===== config.mk =====
export PLATFORM = sky130hd
export DESIGN_NAME = rf_tx_mode_clock_sequencer
export DESIGN_NICKNAME = d
export VERILOG_FILES = /design/src/inc/tx_seq_pkg.sv /design/src/rtl/clk_div8.sv /design/src/rtl/rf_tx_mode_clock_sequencer.sv
export SDC_FILE = /design/constraint.sdc
export NUM_CORES = 1
export LEC_CHECK = 0
export BUFFER_PORTS_ARGS = -buffer_cell sky130_fd_sc_hd__buf_2
export CORE_UTILIZATION = 50
export CTS_BUF_LIST = sky130_fd_sc_hd__clkbuf_8
export CTS_CLUSTER_SIZE = 8
export DETAILED_ROUTE_END_ITERATION = 10
export GPL_ROUTABILITY_DRIVEN = 0
export PLACE_DENSITY = 0.73
export SYNTH_ARGS = -nofsm -noshare
export SYNTH_HDL_FRONTEND = slang
export SYNTH_HIERARCHICAL = 1
export SYNTH_SLANG_ARGS = --single-unit

===== constraint.sdc =====
create_clock -name ref_clk -period 1.6 [get_ports ref_clk]
set_input_delay 0.16 -clock ref_clk [delete_from_list [all_inputs] [get_ports ref_clk]]
set_output_delay 0.16 -clock ref_clk [all_outputs]
set_load 0.02 [all_outputs]

===== src/inc/tx_seq_pkg.sv =====
// constants and types shared by the transmitter mode and clock sequencer
package tx_seq_pkg;
   localparam int unsigned CLK_PERIOD_NS   = 40;
   localparam int unsigned LOCK_TIME_NS    = 250000;
   // longest time: round down, at least one cycle
   localparam int unsigned LOCK_CYCLES_RAW = LOCK_TIME_NS / CLK_PERIOD_NS;
   localparam int unsigned LOCK_CYCLES     = (LOCK_CYCLES_RAW < 1) ? 1 : LOCK_CYCLES_RAW;
   localparam int unsigned LOCK_CNT_W      = 13;
   localparam int unsigned CLK_DIV         = 8;
   localparam int unsigned DIV_W           = 3;
   localparam logic [DIV_W-1:0] DIV_HIGH_LAST = 3'h3;
   localparam logic [DIV_W-1:0] DIV_RESET     = 3'h0;
   localparam logic [LOCK_CNT_W-1:0] LOCK_CNT_RESET = 13'h0000;

   typedef enum logic [1:0] {
      SEQ_OFF     = 2'b00,
      SEQ_STARTUP = 2'b01,
      SEQ_LOCKING = 2'b11,
      SEQ_READY   = 2'b10
   } seq_state_t;

   typedef enum logic [1:0] {
      MODE_POWER_DOWN = 2'h0,
      MODE_IDLE       = 2'h1,
      MODE_ACTIVE     = 2'h2
   } tx_mode_t;
endpackage : tx_seq_pkg


===== src/rtl/clk_div8.sv =====
// divide-by-eight phase counter feeding the clock output driver
`timescale 1ns/100ps
`default_nettype none
module clk_div8
   import tx_seq_pkg::*;
(
   input  wire logic             ref_clk,
   input  wire logic             srst,
   input  wire logic             ce,
   input  wire logic             run,
   output logic [DIV_W-1:0]      phase,
   output logic                  wrap
);
   logic [DIV_W-1:0] phase_reg;
   logic [DIV_W-1:0] phase_next;

   always_comb begin
      phase_next = run ? phase_reg + 3'h1 : DIV_RESET;
   end

   always_ff @(posedge ref_clk) begin
      if (srst) begin
         phase_reg <= DIV_RESET;
      end else if (ce) begin
         phase_reg <= phase_next;
      end
   end

   assign phase = phase_reg;
   // last phase of a period: the next cycle starts a fresh one
   assign wrap  = (phase_reg == 3'h7);
endmodule : clk_div8
`default_nettype wire


===== src/rtl/rf_tx_mode_clock_sequencer.sv =====
// mode decoding, power control and clock output sequencing of the transmitter
`timescale 1ns/100ps
`default_nettype none
// Notes on behaviour
// RL1: keys low and enable low or floating: everything off, clock output low.
// RL2: enable floating: power-up request is amp key OR freq key.
// RL3: enable driven low with a key high: idle, all blocks off.
// RL4: freq key high, amp key low, enable high/floating: osc and synth on, amp off.
// RL5: clock driver starts once crystal amplitude passes its threshold.
// RL6: clock output stays low until its driver is active.
// RL7: driver starts on a period boundary so first pulse is full.
// RL8: synthesizer locked within 250 us after clock driver start; then ready.
// RL9: amp key high switches amplifier on; host starts FM after 250 us.
// RL10: host keeps device enabled via freq key or enable during AM.
// RL11: freq key low closes crystal switch; high opens it.
// RL12: host should hold freq key high during oscillator start.
// RL13: keys low, enable driven high: osc and synth on, amp off, switch closed.
// RL14: idle with amp key high and enable low: amp key switch high impedance.
// RL15: at 433.92 MHz the clock output is 1.69 MHz for the host.
// RL16: host waits 0.6 ms before taking over the clock output.
// RL17: host waits a further 250 us after take-over before sending.
// RL18: host clock falls back to its RC oscillator when output stops.
// RL19: freq key low gives lower frequency, high gives higher frequency.
// RL20: host ends transmission with all three lines low.
// RL21: clock output is crystal clock divided by eight.
// RL22: host keys the device from two timer modulator outputs.
// RL23: host waits are cycle counters sized for its clock.
module rf_tx_mode_clock_sequencer
   import tx_seq_pkg::*;
#(
   parameter int unsigned LOCK_WAIT_CYCLES = LOCK_CYCLES
)
(
   input  wire logic    ref_clk,
   input  wire logic    srst,
   input  wire logic    ce,
   input  wire logic    amp_key,
   input  wire logic    freq_key,
   input  wire logic    enable_level,
   input  wire logic    enable_driven,
   input  wire logic    crystal_amp_ok,
   output logic         crystal_osc_en,
   output logic         synth_en,
   output logic         pa_on,
   output logic         crystal_switch_hiz,
   output logic         amp_switch_hiz,
   output logic         clock_out,
   output logic         synth_locked,
   output logic [1:0]   mode
);
   typedef struct packed {
      seq_state_t            seq;
      tx_mode_t              mode;
      logic                  osc_en;
      logic                  pa;
      logic                  sw_hiz;
      logic                  amp_hiz;
      logic                  clk;
      logic                  locked;
      logic [LOCK_CNT_W-1:0] lock_cnt;
   } state_t;

   localparam logic [LOCK_CNT_W-1:0] LOCK_LAST = LOCK_CNT_W'(LOCK_WAIT_CYCLES - 1);

   state_t st_reg;
   state_t st_next;

   logic             power_req;
   logic             idle_req;
   logic [DIV_W-1:0] phase;
   // the divider's wrap flag stays unused: the clock level follows the phase itself
   logic             div_run;

   // floating enable: either key wakes the device
   // driven high: powered even with both keys low
   // driven low: any key only gives idle
   always_comb begin
      if (enable_driven) begin
         power_req = enable_level;                         // [RL13] [RL4]
         idle_req  = !enable_level && (amp_key || freq_key); // [RL3]
      end else begin
         power_req = amp_key || freq_key;                  // [RL2] [RL4]
         idle_req  = 1'b0;
      end
   end

   // divider runs only while the driver is on, so it restarts at phase zero
   assign div_run = (st_reg.seq == SEQ_LOCKING) || (st_reg.seq == SEQ_READY);

   clk_div8 u_div (
      .ref_clk (ref_clk),
      .srst    (srst),
      .ce      (ce),
      .run     (div_run),
      .phase   (phase),
      .wrap    ()
   );

   always_comb begin
      st_next         = st_reg;
      st_next.osc_en  = power_req;
      st_next.pa      = power_req && amp_key;                    // [RL9]
      // switch open with freq key high, open also when unpowered
      st_next.sw_hiz  = freq_key || !power_req;                  // [RL11] [RL1] [RL19]
      st_next.amp_hiz = idle_req && amp_key;                     // [RL14]
      if (power_req) begin
         st_next.mode = MODE_ACTIVE;
      end else if (idle_req) begin
         st_next.mode = MODE_IDLE;                               // [RL3]
      end else begin
         st_next.mode = MODE_POWER_DOWN;                         // [RL1]
      end

      case (st_reg.seq)
         SEQ_OFF: begin
            st_next.lock_cnt = LOCK_CNT_RESET;
            st_next.locked   = 1'b0;
            st_next.clk      = 1'b0;                             // [RL6]
            if (power_req) begin
               st_next.seq = SEQ_STARTUP;
            end
         end
         SEQ_STARTUP: begin
            st_next.clk = 1'b0;                                  // [RL6]
            if (!power_req) begin
               st_next.seq = SEQ_OFF;
            end else if (crystal_amp_ok) begin
               // divider is idle at phase zero, so the first pulse is whole
               st_next.seq = SEQ_LOCKING;                        // [RL5] [RL7]
               st_next.clk = 1'b1;
            end
         end
         SEQ_LOCKING: begin
            // high for phases 0..3, low for 4..7 of each divided period
            st_next.clk = (phase_after(phase) <= DIV_HIGH_LAST); // [RL21] [RL15]
            if (st_reg.lock_cnt == LOCK_LAST) begin
               st_next.seq    = SEQ_READY;                       // [RL8]
               st_next.locked = 1'b1;
            end else begin
               st_next.lock_cnt = st_reg.lock_cnt + 13'h0001;
            end
            if (!power_req) begin
               st_next.seq    = SEQ_OFF;                         // [RL1]
               st_next.clk    = 1'b0;
               st_next.locked = 1'b0;
            end
         end
         SEQ_READY: begin
            st_next.clk = (phase_after(phase) <= DIV_HIGH_LAST); // [RL21]
            if (!power_req) begin
               // stopping the clock lets the host fall back to its own
               st_next.seq    = SEQ_OFF;                         // [RL1]
               st_next.clk    = 1'b0;
               st_next.locked = 1'b0;
            end
         end
         default: begin
            st_next.seq = SEQ_OFF;
            st_next.clk = 1'b0;
         end
      endcase
   end

   // the clock register lags the divider by one cycle; look one phase ahead
   function automatic logic [DIV_W-1:0] phase_after(input logic [DIV_W-1:0] p);
      phase_after = p + 3'h1;
   endfunction : phase_after

   always_ff @(posedge ref_clk) begin
      if (srst) begin
         st_reg.seq      <= SEQ_OFF;
         st_reg.mode     <= MODE_POWER_DOWN;
         st_reg.osc_en   <= 1'b0;
         st_reg.pa       <= 1'b0;
         st_reg.sw_hiz   <= 1'b1;
         st_reg.amp_hiz  <= 1'b0;
         st_reg.clk      <= 1'b0;
         st_reg.locked   <= 1'b0;
         st_reg.lock_cnt <= LOCK_CNT_RESET;
      end else if (ce) begin
         st_reg <= st_next;
      end
   end

   assign crystal_osc_en     = st_reg.osc_en;
   assign synth_en           = st_reg.osc_en;
   assign pa_on              = st_reg.pa;
   assign crystal_switch_hiz = st_reg.sw_hiz;
   assign amp_switch_hiz     = st_reg.amp_hiz;
   assign clock_out          = st_reg.clk;
   assign synth_locked       = st_reg.locked;
   assign mode               = st_reg.mode;
endmodule : rf_tx_mode_clock_sequencer
`default_nettype wire


* Word-level counts from Yosys, hierarchy flattened *
Cells that the tools add are included.

storage, ports and cells
  register bits = 26
  latch bits = 0
  bits in writable memories = 0
  bits in read-only memories = 0
  bits of input ports = 8
  output and inout port bits = 9
  memories = 0

operators by class
  add/subtract/negate cells = 2
  multipliers = 0
  divide/modulo/power cells = 0
  magnitude comparators = 1
  equality and inequality tests = 9
  shift operators = 0
  mux-type cells = 21
  bitwise gates (word level) = 0
  reductions and logical operators = 14

operator list
  operator                                                                           count
  13-bit one-hot mux with 2 select lines                                             1
  2-bit two-way mux                                                                  9
  13-bit by 1-bit adder with 13-bit output (second input constant)                   1
  13-bit equality test (second input constant)                                       1
  13-bit two-way mux                                                                 1
  2-bit one-hot mux with 4 select lines                                              1
  1-bit two-way mux                                                                  6
  2-bit != test (second input constant)                                              3
  5-bit AND reduction                                                                1
  2-bit equality test (second input constant)                                        2
  1-bit one-hot mux with 4 select lines                                              1
  4-bit AND reduction                                                                1
  3-bit by 1-bit adder with 3-bit output (second input constant)                     1
  3-bit by 2-bit less-or-equal comparator with 1-bit output (second input constant)  1
  1-bit logical AND                                                                  3
  1-bit logical OR                                                                   3
  3-bit two-way mux                                                                  1
  3-bit by 2-bit != test with 1-bit output (second input constant)                   1
  3-bit != test (second input constant)                                              1
  1-bit one-hot mux with 3 select lines                                              1
  3-bit AND reduction                                                                1
  3-bit nonzero test                                                                 1
  2-bit by 1-bit equality test with 1-bit output (second input constant)             1
  1-bit logical NOT                                                                  2
  other kinds (2)                                                                    2

* Longest topological paths before layout *
Gate-level depths: netlist of run 1.

  word-level depth = 5
  mapped depth = 6
  mapped depth without buffers = 6

* Hierarchy *
The synthesis of run 1 kept the hierarchy.

modules (own cells, without submodules)
  module                      times used  cells each  area an instance (µm²)  seq. area each (µm²)
  rf_tx_mode_clock_sequencer  1           136         1214.9                  440.4
  clk_div8                    1           14          136.4                   60.1

* Least setup slack after synthesis of run 1 *
No wires, ideal clock.

  kind = register to register
  from = register st_reg[0] in the netlist's numbering
  to = register st_reg[12] in the netlist's numbering
  setup time = 0.070 ns
  arrival time = 1.441 ns
  setup slack = 0.089 ns
  stages on the path, launching flop included = 6
  buffers on the path = 0
  clock period less this slack = 1.511 ns
  path through = dfxtp_1 -> ha_1 -> and2_1 -> nand4_2 -> or4_1 -> a21oi_1

between the ends
  word-level cells in the longest chain between the ends = 3
  elaborated cells on any way between the ends = 6

RTL lines
  what                                                                                     line                                                                  text
  from (decl)                                                                              rf_tx_mode_clock_sequencer.sv:65                                      state_t st_reg;
  from (signal assigned)                                                                   rf_tx_mode_clock_sequencer.sv:181                                     st_reg <= st_next;
  13-bit by 1-bit adder with 13-bit output / 13-bit equality test (equally long branches)  rf_tx_mode_clock_sequencer.sv:140, rf_tx_mode_clock_sequencer.sv:136
  13-bit two-way mux / 2-bit != test (equally long branches)                               n/a
  13-bit one-hot mux with 2 select lines / 3-bit AND reduction (equally long branches)     n/a

Several ways; a longest one is shown, not always the timed one. The select of a mux whose other input is x is not followed.
A chain may end at the register's enable or synchronous reset.

* Worst setup path in the final report of run 1 *
Ends and elaborated chain as after synthesis.

==> results of run 1 <==
-- logic make-up after synthesis --
| logic type | Yosys count | share of synthesized area, % |
|---|---|---|
| fa+ha+maj | 6 | 5.56 |
| compound gates | 37 | 16.7 |
| xor+xnor | 5 | 4.63 |
| simple gates | 59 | 28.3 |
| flops | 25 | 37.0 |
| buf+inv | 17 | 7.04 |
| mux | 1 | 0.741 |
-- routing by layer --
layer	GRT usage, %	part of all wire [%]	vias to the layer above
met4	2.56	0	0
met1	24.2	44	540
met5	0	0	-
met3	5.93	3.4	0
met2	38.7	53	24
li1	-	-	580
-- power groups by stage --
stage / clock network [mW] / registers (mW) / logic [mW]
final: 0.390 / 0.643 / 0.128
after global routing: 0.417 / 0.645 / 0.141
after CTS: 0.396 / 0.643 / 0.127
after detailed placement: 0 / 0.657 / 0.126
after global placement: 0 / 0.656 / 0.123
after floorplan: 0 / 0.660 / 0.0958
-- stage by stage --
stage	setup TNS, ps	hold slack [ps]	instances
3_3_place_gp	0	446	190
2_1_floorplan	0	229	150
3_5_place_dp	0	461	190
4_1_cts	0	174	194
5_1_grt	-68.6	174	196
6_report	0	177	196
-- layout make-up --
cell class              instances  area [um2]
clock buffers                   3        41.3
clock inverters                 1        7.51
fillers                       232        1010
inverters                       7        26.3
multi-input cells             108         768
flip-flops and latches         25         510
well taps                      30        37.5
repair buffers                 22         125
-- worst paths after layout --
| kind | startpoint | endpoint | slack, ps | depth (start not counted) |
|---|---|---|---|---|
| worst min register to register | mode[0] | mode[0] | 470 | 2 |
| worst max register to register | st_reg[0] | st_reg[12] | 20 | 5 |
| worst min-delay path | freq_key | crystal_switch_hiz | 180 | 3 |
| worst max-delay path | st_reg[0] | st_reg[12] | 20 | 5 |
-- tightest hold or removal path, delay by kind of cell --
family / cells / cell delay (ps)
buffers and inverters: 1 / 100
AND/OR/NAND/NOR: 1 / 50
AO/OA/AOI/OAI: 1 / 110
-- cell usage after synthesis, types with 2 or more instances --
cell	count
sky130_fd_sc_hd__ha_1	6
sky130_fd_sc_hd__and3_1	4
sky130_fd_sc_hd__nand2b_1	7
sky130_fd_sc_hd__o21ai_0	4
sky130_fd_sc_hd__dfxtp_1	25
sky130_fd_sc_hd__o31ai_1	5
sky130_fd_sc_hd__inv_1	7
sky130_fd_sc_hd__a21oi_1	17
sky130_fd_sc_hd__xor2_1	3
sky130_fd_sc_hd__nand4_1	3
sky130_fd_sc_hd__nand3_1	8
sky130_fd_sc_hd__nand3b_1	4
sky130_fd_sc_hd__buf_6	2
sky130_fd_sc_hd__nor2_1	7
sky130_fd_sc_hd__buf_4	4
sky130_fd_sc_hd__nor2b_1	2
sky130_fd_sc_hd__clkbuf_1	3
sky130_fd_sc_hd__nor3_1	4
sky130_fd_sc_hd__or4_1	4
sky130_fd_sc_hd__or3_1	2
sky130_fd_sc_hd__nand2_1	2
sky130_fd_sc_hd__and2_1	2
sky130_fd_sc_hd__a211oi_1	2
sky130_fd_sc_hd__a31oi_1	4
-- layout by cell type (no fill, tap or decap), drive strengths merged, types with 2 or more instances in the layout --
cell     n
nand2    2
nor2     7
dfxtp   25
nor4b    2
nand3b   4
xor2     3
buf     22
and3     4
clkbuf   3
nor2b    2
ha       6
nor3     4
nand4    4
inv      7
nand3    9
or4      4
o31ai    5
o21ai    4
and4     2
xnor2    2
a211oi   2
or3      2
a31oi    4
a21oi   17
and2     2
nand2b   7
-- repair_timing --
action | CTS | global route
buffers inserted | 0 | 2
hold endpoints to repair | 0 | 0
endpoints found under the setup margin | 1 | 5
cloned | 0 | 0
pin swaps | 0 | 2
gates resized for setup | 1 | 10
==> metrics.log, run 1 <==
[metrics] status: complete, no violations
[metrics] power dissipated by switching net loads: 0.300 mW
[metrics] CTS tree: yes
[metrics] clock root buffer master: sky130_fd_sc_hd__clkbuf_8
[metrics] via-per-instance ratio: 5.84
[metrics] power density over the cells: 765 nW/um2
[metrics] floorplan die area: 2910 um2
[metrics] antenna violations before repair: 0
[metrics] Synth warnings: 6
[metrics] IO Pins: 17
[metrics] Die W: 54.0 um
[metrics] synth top area cells: sky130_fd_sc_hd__dfxtp_1 (37%), sky130_fd_sc_hd__a21oi_1 (6.3%), sky130_fd_sc_hd__ha_1 (5.6%)
[metrics] initial cell density of the core: 53.6%
[metrics] worst-case clock skew: 2.48 ps
[metrics] min setup slack post-route: 17.9 ps
[metrics] Port Buffers: 16
[metrics] dominant register cell in the synthesized netlist: sky130_fd_sc_hd__dfxtp_1
[metrics] layout overhead on the synthesized area: 12.2%
[metrics] proportion of power drawn by flip-flops and latches: 55.4%
[metrics] overall track demand over capacity in global routing: 20.9%
[metrics] dpl ws: 21.4 ps
[metrics] number of H-tree branching levels: 1
[metrics] Antenna Diode Count: 0
[metrics] final core occ: 60.1%
[metrics] type of destination of the critical path: flop
[metrics] area of the placeable core: 2520 um2
[metrics] cell with the biggest individual delay on the critical path: sky130_fd_sc_hd__or4_1
[metrics] total leakage power: 0.581 nW
[metrics] number of buffers between clock root and the deepest sink: 2
[metrics] largest incremental delay on the critical path: 560 ps
[metrics] antenna violation net count after detailed routing: 0
[metrics] Post-Route WL: 2.77 mm
[metrics] summed instance area of the synthesized netlist: 1350 um2
[metrics] unrepaired setup endpoints after global routing: true
[metrics] overall power of the completed layout: 1.16 mW
[metrics] Final Critical Period: 1580 ps
[metrics] Die Y: 54.0 um
[metrics] Max Clock Freq: 0.632 GHz
[metrics] TritonCTS Buffers: 3
[metrics] worst path cell trace: ha_1 -> and2_4 -> nand4_2 -> or4_1 -> a21oi_1
[metrics] ys async rst share: 0%
[metrics] reported max-cap violation count: 0
[metrics] Clock power frac: 33.6%
[metrics] Starting DRT DRC Count: 23
[metrics] peak supply drop: 845 uV
[metrics] number of sinks driven by the clock tree: 25
[metrics] critical path peak fanout: 4
[metrics] Synth Net Count: 164
[metrics] actual transition at the worst max-transition pin: 388 ps
[metrics] EDFF count, synth: 0
[metrics] clock slew at reported path FFs: 90 ps
[metrics] post-DR wirelength/cell: 14.1 um
[metrics] Rel. slew slack: 74.0%
[metrics] length of the first detailed-routing pass in iterations: 4
[metrics] remaining global-route overflow: 0
[metrics] crit share post-route: 98.9%
[metrics] summed area of non-filler cells in the final layout: 1520 um2
[metrics] Distinct cells, synth: 43
[metrics] source-to-sink clock delay at the later pin of the worst-skew pair: 270 ps
[metrics] count of buffering cells on the critical path with inverters included: 0
[metrics] synthesized area per cell: 9.01 um2
[metrics] maximum number of pins on one net before global-route repair: 19
[metrics] max FFs per register: 15
[metrics] Critical Path Source Type: flop
[metrics] via count of the first global-routing pass: 1,035
[metrics] final number of hold-violating endpoints: 0
[metrics] total count of max-transition violations in the final report: 0
[metrics] type of the tightest min-delay check: in -> reg
[metrics] category of the critical setup timing path: reg -> reg
[metrics] wire length of the first global-routing pass: 4.47 mm
[metrics] sequential-to-total area share from yosys stat: 37.0%
[metrics] switching part of the total: 25.9%
[metrics] endpoint arrival time on the critical path: 1790 ps
[metrics] number of nets at the end of the flow: 181
[metrics] DRC violations left: 0
[metrics] critical path required time: 1810 ps
[metrics] crit-path leading delay family: simple AND/OR/NAND/NOR gates
[metrics] hold-fix buffers at CTS: 0
[metrics] cell internal pwr: 0.860 mW
[metrics] share of the synthesized area in the top cell type: 37.0%
[metrics] number of placement rows: 18
[metrics] dpl hpwl: 1.93 mm
[metrics] final setup violation count: 0
[metrics] Gate Count Post-Synth: 150
[metrics] cell type with the largest total area after synthesis: sky130_fd_sc_hd__dfxtp_1
[metrics] flip-flop and latch count after synthesis: 25
[metrics] post-place instance area: 1430 um2
[metrics] part of the power in combinational logic: 11.0%
[metrics] layout cells sized above 1: 27.1%
[metrics] via total after detailed routing: 1,144
Power figures use the tool's default switching activity.
==> run 2, diff against run 1 <==
--- a/config.mk
+++ b/config.mk
@@ -8,3 +8,3 @@
 export BUFFER_PORTS_ARGS = -buffer_cell sky130_fd_sc_hd__buf_2
-export CORE_UTILIZATION = 50
+export CORE_UTILIZATION = 53
 export CTS_BUF_LIST = sky130_fd_sc_hd__clkbuf_8
@@ -13,3 +13,3 @@
 export GPL_ROUTABILITY_DRIVEN = 0
-export PLACE_DENSITY = 0.73
+export PLACE_DENSITY = 0.77
 export SYNTH_ARGS = -nofsm -noshare
==> constraint.sdc (replaced) <==
create_clock -name ref_clk -period 1.6 [get_ports ref_clk]
set_input_delay 0.08 -clock ref_clk [delete_from_list [all_inputs] [get_ports ref_clk]]
set_output_delay 0.08 -clock ref_clk [all_outputs]
set_load 0.02 [all_outputs]
==> run 2 against run 1 <==
  * Die area is 5.4% lower
  * Combinational power hardly changed
  * Setup slack better by 66 ps
  * Count of clock-buffer cells in the layout stayed put
  * Sequential power hardly changed
  * Routed wire length is 3.1% lower
  * Flip-flop and latch count stayed put
  * Critical path type unchanged
  * Sequential share of layout area is 0.37 points higher
  * Via count is 0.26% higher
  * Core utilization is 4.7 points higher
==> metrics.log, run 2 (synthesis gave the netlist of run 1 again) <==
[metrics] Die W: 52.5 um (was 54.0 um)
[metrics] part of the power in combinational logic: 11.3% (was 11.0%)
[metrics] number of nets at the end of the flow: 180 (was 181)
[metrics] number of sinks driven by the clock tree: 25 (unchanged)
[metrics] Crit Reg-Reg Endpoint: st_reg[12] (unchanged)
[metrics] number of buffers between clock root and the deepest sink: 2 (unchanged)
[metrics] antenna violation net count after detailed routing: 0 (unchanged)
[metrics] category of the critical setup timing path: reg -> reg (unchanged)
[metrics] hold-fix buffers at CTS: 0 (unchanged)
[metrics] Max Clock Freq: 0.660 GHz (was 0.632 GHz)
[metrics] post-DR wirelength/cell: 13.9 um (was 14.1 um)
[metrics] CTS tree: yes (unchanged)
[metrics] Port Buffers: 16 (unchanged)
[metrics] crit share post-route: 94.8% (was 98.9%)
[metrics] commonest non-fill, non-tap cells in the layout: sky130_fd_sc_hd__dfxtp_1 (20), sky130_fd_sc_hd__a21oi_1 (17), sky130_fd_sc_hd__buf_2 (16) (was sky130_fd_sc_hd__dfxtp_1 (17), sky130_fd_sc_hd__a21oi_1 (16), sky130_fd_sc_hd__buf_2 (16))
[metrics] peak supply drop: 608 uV (was 845 uV)
[metrics] critical path required time: 1800 ps (was 1810 ps)
[metrics] total count of max-transition violations in the final report: 0 (unchanged)
[metrics] via total after detailed routing: 1,147 (was 1,144)
[metrics] layout cells sized above 1: 23.0% (was 27.1%)
[metrics] count of placed standard cells in the final layout, fillers left out: 193 (was 196)
[metrics] cell with the biggest individual delay on the critical path: sky130_fd_sc_hd__or4_1 (unchanged)
[metrics] length of the first detailed-routing pass in iterations: 4 (unchanged)
[metrics] Clock power frac: 32.2% (was 33.6%)
[metrics] unrepaired setup endpoints after global routing: false (was true)
[metrics] min setup slack post-route: 83.9 ps (was 17.9 ps)
[metrics] source-to-sink clock delay at the later pin of the worst-skew pair: 270 ps (about the same)
[metrics] maximum number of pins on one net before global-route repair: 25 (was 19)
[metrics] Antenna Diode Count: 0 (unchanged)
[metrics] Filler Cell Count: 191 (was 232)
[metrics] final setup violation count: 0 (unchanged)
[metrics] power density over the cells: 764 nW/um2 (was 765 nW/um2)
[metrics] switching part of the total: 24.9% (was 25.9%)
[metrics] clock root buffer master: sky130_fd_sc_hd__clkbuf_8 (unchanged)
[metrics] final number of hold-violating endpoints: 0 (unchanged)
[metrics] reported max-cap violation count: 0 (unchanged)
[metrics] type of the tightest min-delay check: in -> reg (unchanged)
[metrics] layout overhead on the synthesized area: 10.2% (was 12.2%)
[metrics] cell internal pwr: 0.854 mW (was 0.860 mW)
[metrics] depth of the most critical reg-to-reg path: 5 (unchanged)
[metrics] critical path peak fanout: 5 (was 4)
[metrics] power dissipated by switching net loads: 0.283 mW (was 0.300 mW)
[metrics] number of placement rows: 17 (was 18)
[metrics] most common cell after layout, fill and taps aside: sky130_fd_sc_hd__dfxtp_1 (unchanged)
[metrics] wire length of the first global-routing pass: 4.60 mm (was 4.47 mm)
[metrics] DRC violations left: 0 (unchanged)
[metrics] TritonCTS Buffers: 3 (unchanged)
[metrics] start point of the critical path: st_reg[0] (unchanged)
[metrics] remaining global-route overflow: 0 (unchanged)
[metrics] floorplan die area: 2760 um2 (was 2910 um2)
[metrics] worst-case clock skew: 2.76 ps (was 2.48 ps)
[metrics] Rel. slew slack: 75.1% (was 74.0%)
[metrics] Die Y: 52.5 um (was 54.0 um)
[metrics] capturing instance or port of the critical path: st_reg[12] (unchanged)
[metrics] IO Pins: 17 (unchanged)
[metrics] overall track demand over capacity in global routing: 22.4% (was 20.9%)
[metrics] via count of the first global-routing pass: 1,036 (was 1,035)
[metrics] endpoint arrival time on the critical path: 1720 ps (was 1790 ps)
[metrics] proportion of power drawn by flip-flops and latches: 56.5% (was 55.4%)
[metrics] antenna violations before repair: 0 (unchanged)
[metrics] Worst R2R Setup Slack: 80 ps (was 20 ps)
[metrics] total leakage power: 0.566 nW (was 0.581 nW)
[metrics] Starting DRT DRC Count: 10 (was 23)
[metrics] Critical Path Source Type: flop (unchanged)
[metrics] worst path cell trace: ha_1 -> and2_1 -> nand4_2 -> or4_1 -> a21oi_1 (was ha_1 -> and2_4 -> nand4_2 -> or4_1 -> a21oi_1)
[metrics] Post-Route WL: 2.68 mm (was 2.77 mm)
[metrics] r2r startpoint: st_reg[0] (unchanged)
[metrics] area of the placeable core: 2300 um2 (was 2520 um2)
[metrics] number of placed instances with taps included: 188 (was 190)
[metrics] max FFs per register: 15 (unchanged)
[metrics] largest incremental delay on the critical path: 490 ps (was 560 ps)
[metrics] overall power of the completed layout: 1.14 mW (was 1.16 mW)
[metrics] initial cell density of the core: 58.8% (was 53.6%)
[metrics] clock slew at reported path FFs: 80 ps (was 90 ps)
[metrics] via-per-instance ratio: 5.94 (was 5.84)
[metrics] number of H-tree branching levels: 1 (unchanged)
[metrics] setup tns final: 0 ps (unchanged)
[metrics] dpl hpwl: 1.90 mm (was 1.93 mm)
[metrics] actual transition at the worst max-transition pin: 372 ps (was 388 ps)
[metrics] final core occ: 64.8% (was 60.1%)
[metrics] status: complete, no violations (unchanged)
[metrics] type of destination of the critical path: flop (unchanged)
[metrics] dpl ws: 32.9 ps (was 21.4 ps)
[metrics] Final Critical Period: 1520 ps (was 1580 ps)
## run 2: how the worst min path moves through the flow
stage / cells after the start / endpoint / startpoint
floorplan: 1 / u_div/phase[0] / srst
global placement: 3 / crystal_switch_hiz / freq_key
detailed placement: 3 / crystal_switch_hiz / freq_key
CTS: 3 / crystal_switch_hiz / freq_key
global route: 3 / crystal_switch_hiz / freq_key
finish: 3 / crystal_switch_hiz / freq_key
## run 2: power groups by stage
stage | Sequential [mW] | Combinational (mW) | Clock (mW)
6_report | 0.642 | 0.128 | 0.367
5_1_grt | 0.644 | 0.140 | 0.398
3_3_place_gp | 0.656 | 0.124 | 0
3_5_place_dp | 0.657 | 0.127 | 0
2_1_floorplan | 0.660 | 0.0958 | 0
4_1_cts | 0.643 | 0.128 | 0.375
## run 2: critical path, delay by kind of cell (launching register included)
family          cells  cell delay [ps]
simple gates        3              790
flops               1              370
fa+ha+maj           1              180
compound gates      1              120
## run 2: timing repair
| action | 4_1_cts | 5_1_grt |
|---|---|---|
| gates resized for setup | 0 | 6 |
| endpoints found under the setup margin | 0 | 4 |
| setup buffers | 0 | 1 |
## run 2: metrics by stage
stage                     instance area (um2)  hold slack (ps)
after global routing                     1490              107
final                                    1490             91.3
after global placement                   1430              362
after detailed placement                 1430              376
after floorplan                          1350              149
after CTS                                1470             92.3
## run 2: metal layers
layer	GRT usage [%]	vias to the layer above	share of wire (%)
met1	31.7	545	52
met3	3.19	4	3.2
li1	-	578	-
met2	33.3	20	44
met4	10.1	0	0.97
met5	0	-	0
## run 2: final cells by class
cell class              instances  area, um2  area share (%)
flip-flops and latches         25        507            34.0
multi-input cells             108        758            50.9
clock inverters                 1       3.75           0.252
repair buffers                 21        118            7.90
inverters                       7       26.3            1.76
well taps                      28       35.0            2.35
clock buffers                   3       41.3            2.77
==> run 3, diff against run 2 <==
REMOVE_ABC_BUFFERS = 1   (was not set)
==> run 3 against run 2 <==
  * Critical path depth down 1
  * Hold slack better by 16 ps
  * Core utilization down 0.27 points
  * Die area unchanged
  * Largest power group unchanged
==> metrics.log, run 3 (synthesis gave the netlist of run 1 again) <==
[metrics] status: complete, no violations (unchanged)
[metrics] source-to-sink clock delay at the later pin of the worst-skew pair: 260 ps (was 270 ps)
[metrics] total count of max-transition violations in the final report: 0 (unchanged)
[metrics] layout cells sized above 1: 21.3% (was 23.0%)
[metrics] DRC violations left: 0 (unchanged)
[metrics] Die Y: 52.5 um (unchanged)
[metrics] most common cell after layout, fill and taps aside: sky130_fd_sc_hd__dfxtp_1 (unchanged)
[metrics] r2r startpoint: st_reg[4] (was st_reg[0])
[metrics] final number of hold-violating endpoints: 0 (unchanged)
[metrics] maximum number of pins on one net before global-route repair: 21 (was 25)
[metrics] number of placed instances with taps included: 188 (unchanged)
[metrics] IO Pins: 17 (unchanged)
[metrics] Port Buffers: 16 (unchanged)
[metrics] max FFs per register: 15 (unchanged)
[metrics] Worst R2R Setup Slack: 20 ps (was 80 ps)
[metrics] endpoint arrival time on the critical path: 1760 ps (was 1720 ps)
[metrics] via count of the first global-routing pass: 1,066 (was 1,036)
[metrics] overall track demand over capacity in global routing: 22.1% (was 22.4%)
[metrics] floorplan die area: 2760 um2 (unchanged)
[metrics] Starting DRT DRC Count: 40 (was 10)
[metrics] dpl hpwl: 1.91 mm (was 1.90 mm)
[metrics] Rel. slew slack: 70.1% (was 75.1%)
[metrics] type of destination of the critical path: flop (unchanged)
[metrics] post-DR wirelength/cell: 13.8 um (was 13.9 um)
[metrics] actual transition at the worst max-transition pin: 447 ps (was 372 ps)
[metrics] number of sinks driven by the clock tree: 25 (unchanged)
[metrics] antenna violations before repair: 0 (unchanged)
[metrics] hold-fix buffers at CTS: 0 (unchanged)
[metrics] Max Clock Freq: 0.635 GHz (was 0.660 GHz)
[metrics] hold path endpoint: crystal_switch_hiz (unchanged)
[metrics] area occupied by multi-input gates: 762 um2 (was 758 um2)
[metrics] count of placed standard cells in the final layout, fillers left out: 192 (was 193)
[metrics] unrepaired setup endpoints after global routing: true (was false)
[metrics] power density over the cells: 761 nW/um2 (was 764 nW/um2)
[metrics] clock root buffer master: sky130_fd_sc_hd__clkbuf_8 (unchanged)
[metrics] TritonCTS Buffers: 3 (unchanged)
[metrics] final setup violation count: 0 (unchanged)
[metrics] reported max-cap violation count: 0 (unchanged)
[metrics] area of the placeable core: 2300 um2 (unchanged)
[metrics] number of H-tree branching levels: 1 (unchanged)
[metrics] CTS tree: yes (unchanged)
[metrics] hold wc startpoint: freq_key (unchanged)
[metrics] number of nets at the end of the flow: 179 (was 180)
[metrics] antenna violation net count after detailed routing: 0 (unchanged)
[metrics] worst-case clock skew: 1.30 ps (was 2.76 ps)
[metrics] type of the tightest min-delay check: in -> reg (unchanged)
[metrics] critical path peak fanout: 5 (unchanged)
[metrics] wire length of the first global-routing pass: 4.50 mm (was 4.60 mm)
[metrics] setup tns final: 0 ps (unchanged)
[metrics] Filler Cell Count: 196 (was 191)
[metrics] Crit Reg-Reg Endpoint: st_reg[6] (was st_reg[12])
[metrics] total leakage power: 0.573 nW (was 0.566 nW)
[metrics] number of buffers between clock root and the deepest sink: 2 (unchanged)
[metrics] remaining global-route overflow: 0 (unchanged)
[metrics] category of the critical setup timing path: reg -> reg (unchanged)
[metrics] Final Critical Period: 1580 ps (was 1520 ps)
[metrics] length of the first detailed-routing pass in iterations: 4 (unchanged)
[metrics] layout overhead on the synthesized area: 9.72% (was 10.2%)
[metrics] peak supply drop: 537 uV (was 608 uV)
[metrics] critical path required time: 1790 ps (was 1800 ps)
[metrics] via-per-instance ratio: 6.01 (was 5.94)
[metrics] min setup slack post-route: 24.5 ps (was 83.9 ps)
[metrics] Post-Route WL: 2.65 mm (was 2.68 mm)
[metrics] dpl ws: 56.6 ps (was 32.9 ps)
[metrics] Die W: 52.5 um (unchanged)
[metrics] Hold Path Stages: 3 (unchanged)
[metrics] number of placement rows: 17 (unchanged)
[metrics] Antenna Diode Count: 0 (unchanged)
[metrics] initial cell density of the core: 58.8% (unchanged)
[metrics] Setup Fix Bufs, Post-CTS: 0 (unchanged)
[metrics] clock slew at reported path FFs: 80 ps (about the same)
[metrics] Critical Path Source Type: flop (unchanged)
[metrics] combined flip-flop and latch cell area: 504 um2 (was 507 um2)
[metrics] crit share post-route: 98.5% (was 94.8%)
[metrics] worst hold slack: 107 ps (was 91.3 ps)
[metrics] commonest non-fill, non-tap cells in the layout: sky130_fd_sc_hd__dfxtp_1 (22), sky130_fd_sc_hd__a21oi_1 (17), sky130_fd_sc_hd__buf_2 (16) (was sky130_fd_sc_hd__dfxtp_1 (20), sky130_fd_sc_hd__a21oi_1 (17), sky130_fd_sc_hd__buf_2 (16))
[metrics] start point of the critical path: st_reg[4] (was st_reg[0])
[metrics] depth of the most critical reg-to-reg path: 4 (was 5)
[metrics] via total after detailed routing: 1,154 (was 1,147)
[run 3: changes by cell type in the layout (fill, tap and decap cells not counted)]
cell                      change
sky130_fd_sc_hd__or2_1        +1
sky130_fd_sc_hd__dfxtp_2      -2
sky130_fd_sc_hd__dfxtp_1      +2
sky130_fd_sc_hd__or2_4        -1
sky130_fd_sc_hd__a31oi_1      -1
sky130_fd_sc_hd__a31oi_2      +1
sky130_fd_sc_hd__buf_4        -1
[run 3: final cells by class]
type / instances / area share [%]
inverters: 7 / 1.77
repair buffers: 20 / 7.43
well taps: 28 / 2.36
flip-flops and latches: 25 / 34.0
clock inverters: 1 / 0.253
clock buffers: 3 / 2.78
multi-input cells: 108 / 51.4
[run 3: critical path: stages (launching register included)]
cell	delay [ps]
sky130_fd_sc_hd__dfxtp_1	360
sky130_fd_sc_hd__nor4b_2	480
sky130_fd_sc_hd__a31oi_2	230
sky130_fd_sc_hd__and4_1	230
sky130_fd_sc_hd__a211oi_1	190
[run 3: metrics by stage]
stage                     util (%)  cell area, um2  total power [mW]
after floorplan                  -            1280             0.729
after global placement        62.1            1430             0.781
after detailed placement      62.1            1430             0.786
after CTS                     64.1            1470              1.14
after global routing          64.5            1480              1.18
final                         64.5            1480              1.13
[run 3: how the worst max path moves through the flow]
stage            endpoint  slack (ps)  cells after the start
2_1_floorplan  st_reg[12]          90                      5
3_3_place_gp   st_reg[12]          90                      5
3_5_place_dp   st_reg[12]          60                      5
4_1_cts        st_reg[12]          30                      5
5_1_grt         st_reg[6]         -40                      4
6_report        st_reg[6]          20                      4
[run 3: routing by layer]
layer | vias up | track usage [%] | wire length (um)
met3 | 5 | 3.19 | 108
met2 | 28 | 38.6 | 1320
met4 | 0 | 9.65 | 44
met5 | - | 0 | 0
met1 | 546 | 26.4 | 1180
li1 | 575 | - | -
[run 3: power by group]
part | switching [mW] | internal (mW)
combinational | 0.0795 | 0.0504
clock | 0.185 | 0.172
sequential | 0.00998 | 0.632
total | 0.274 | 0.854
[run 3: what timing repair did]
item / CTS / global route
resized for setup: 0 / 4
endpoints found under the hold margin: 0 / 0
setup endpoints to repair: 0 / 3
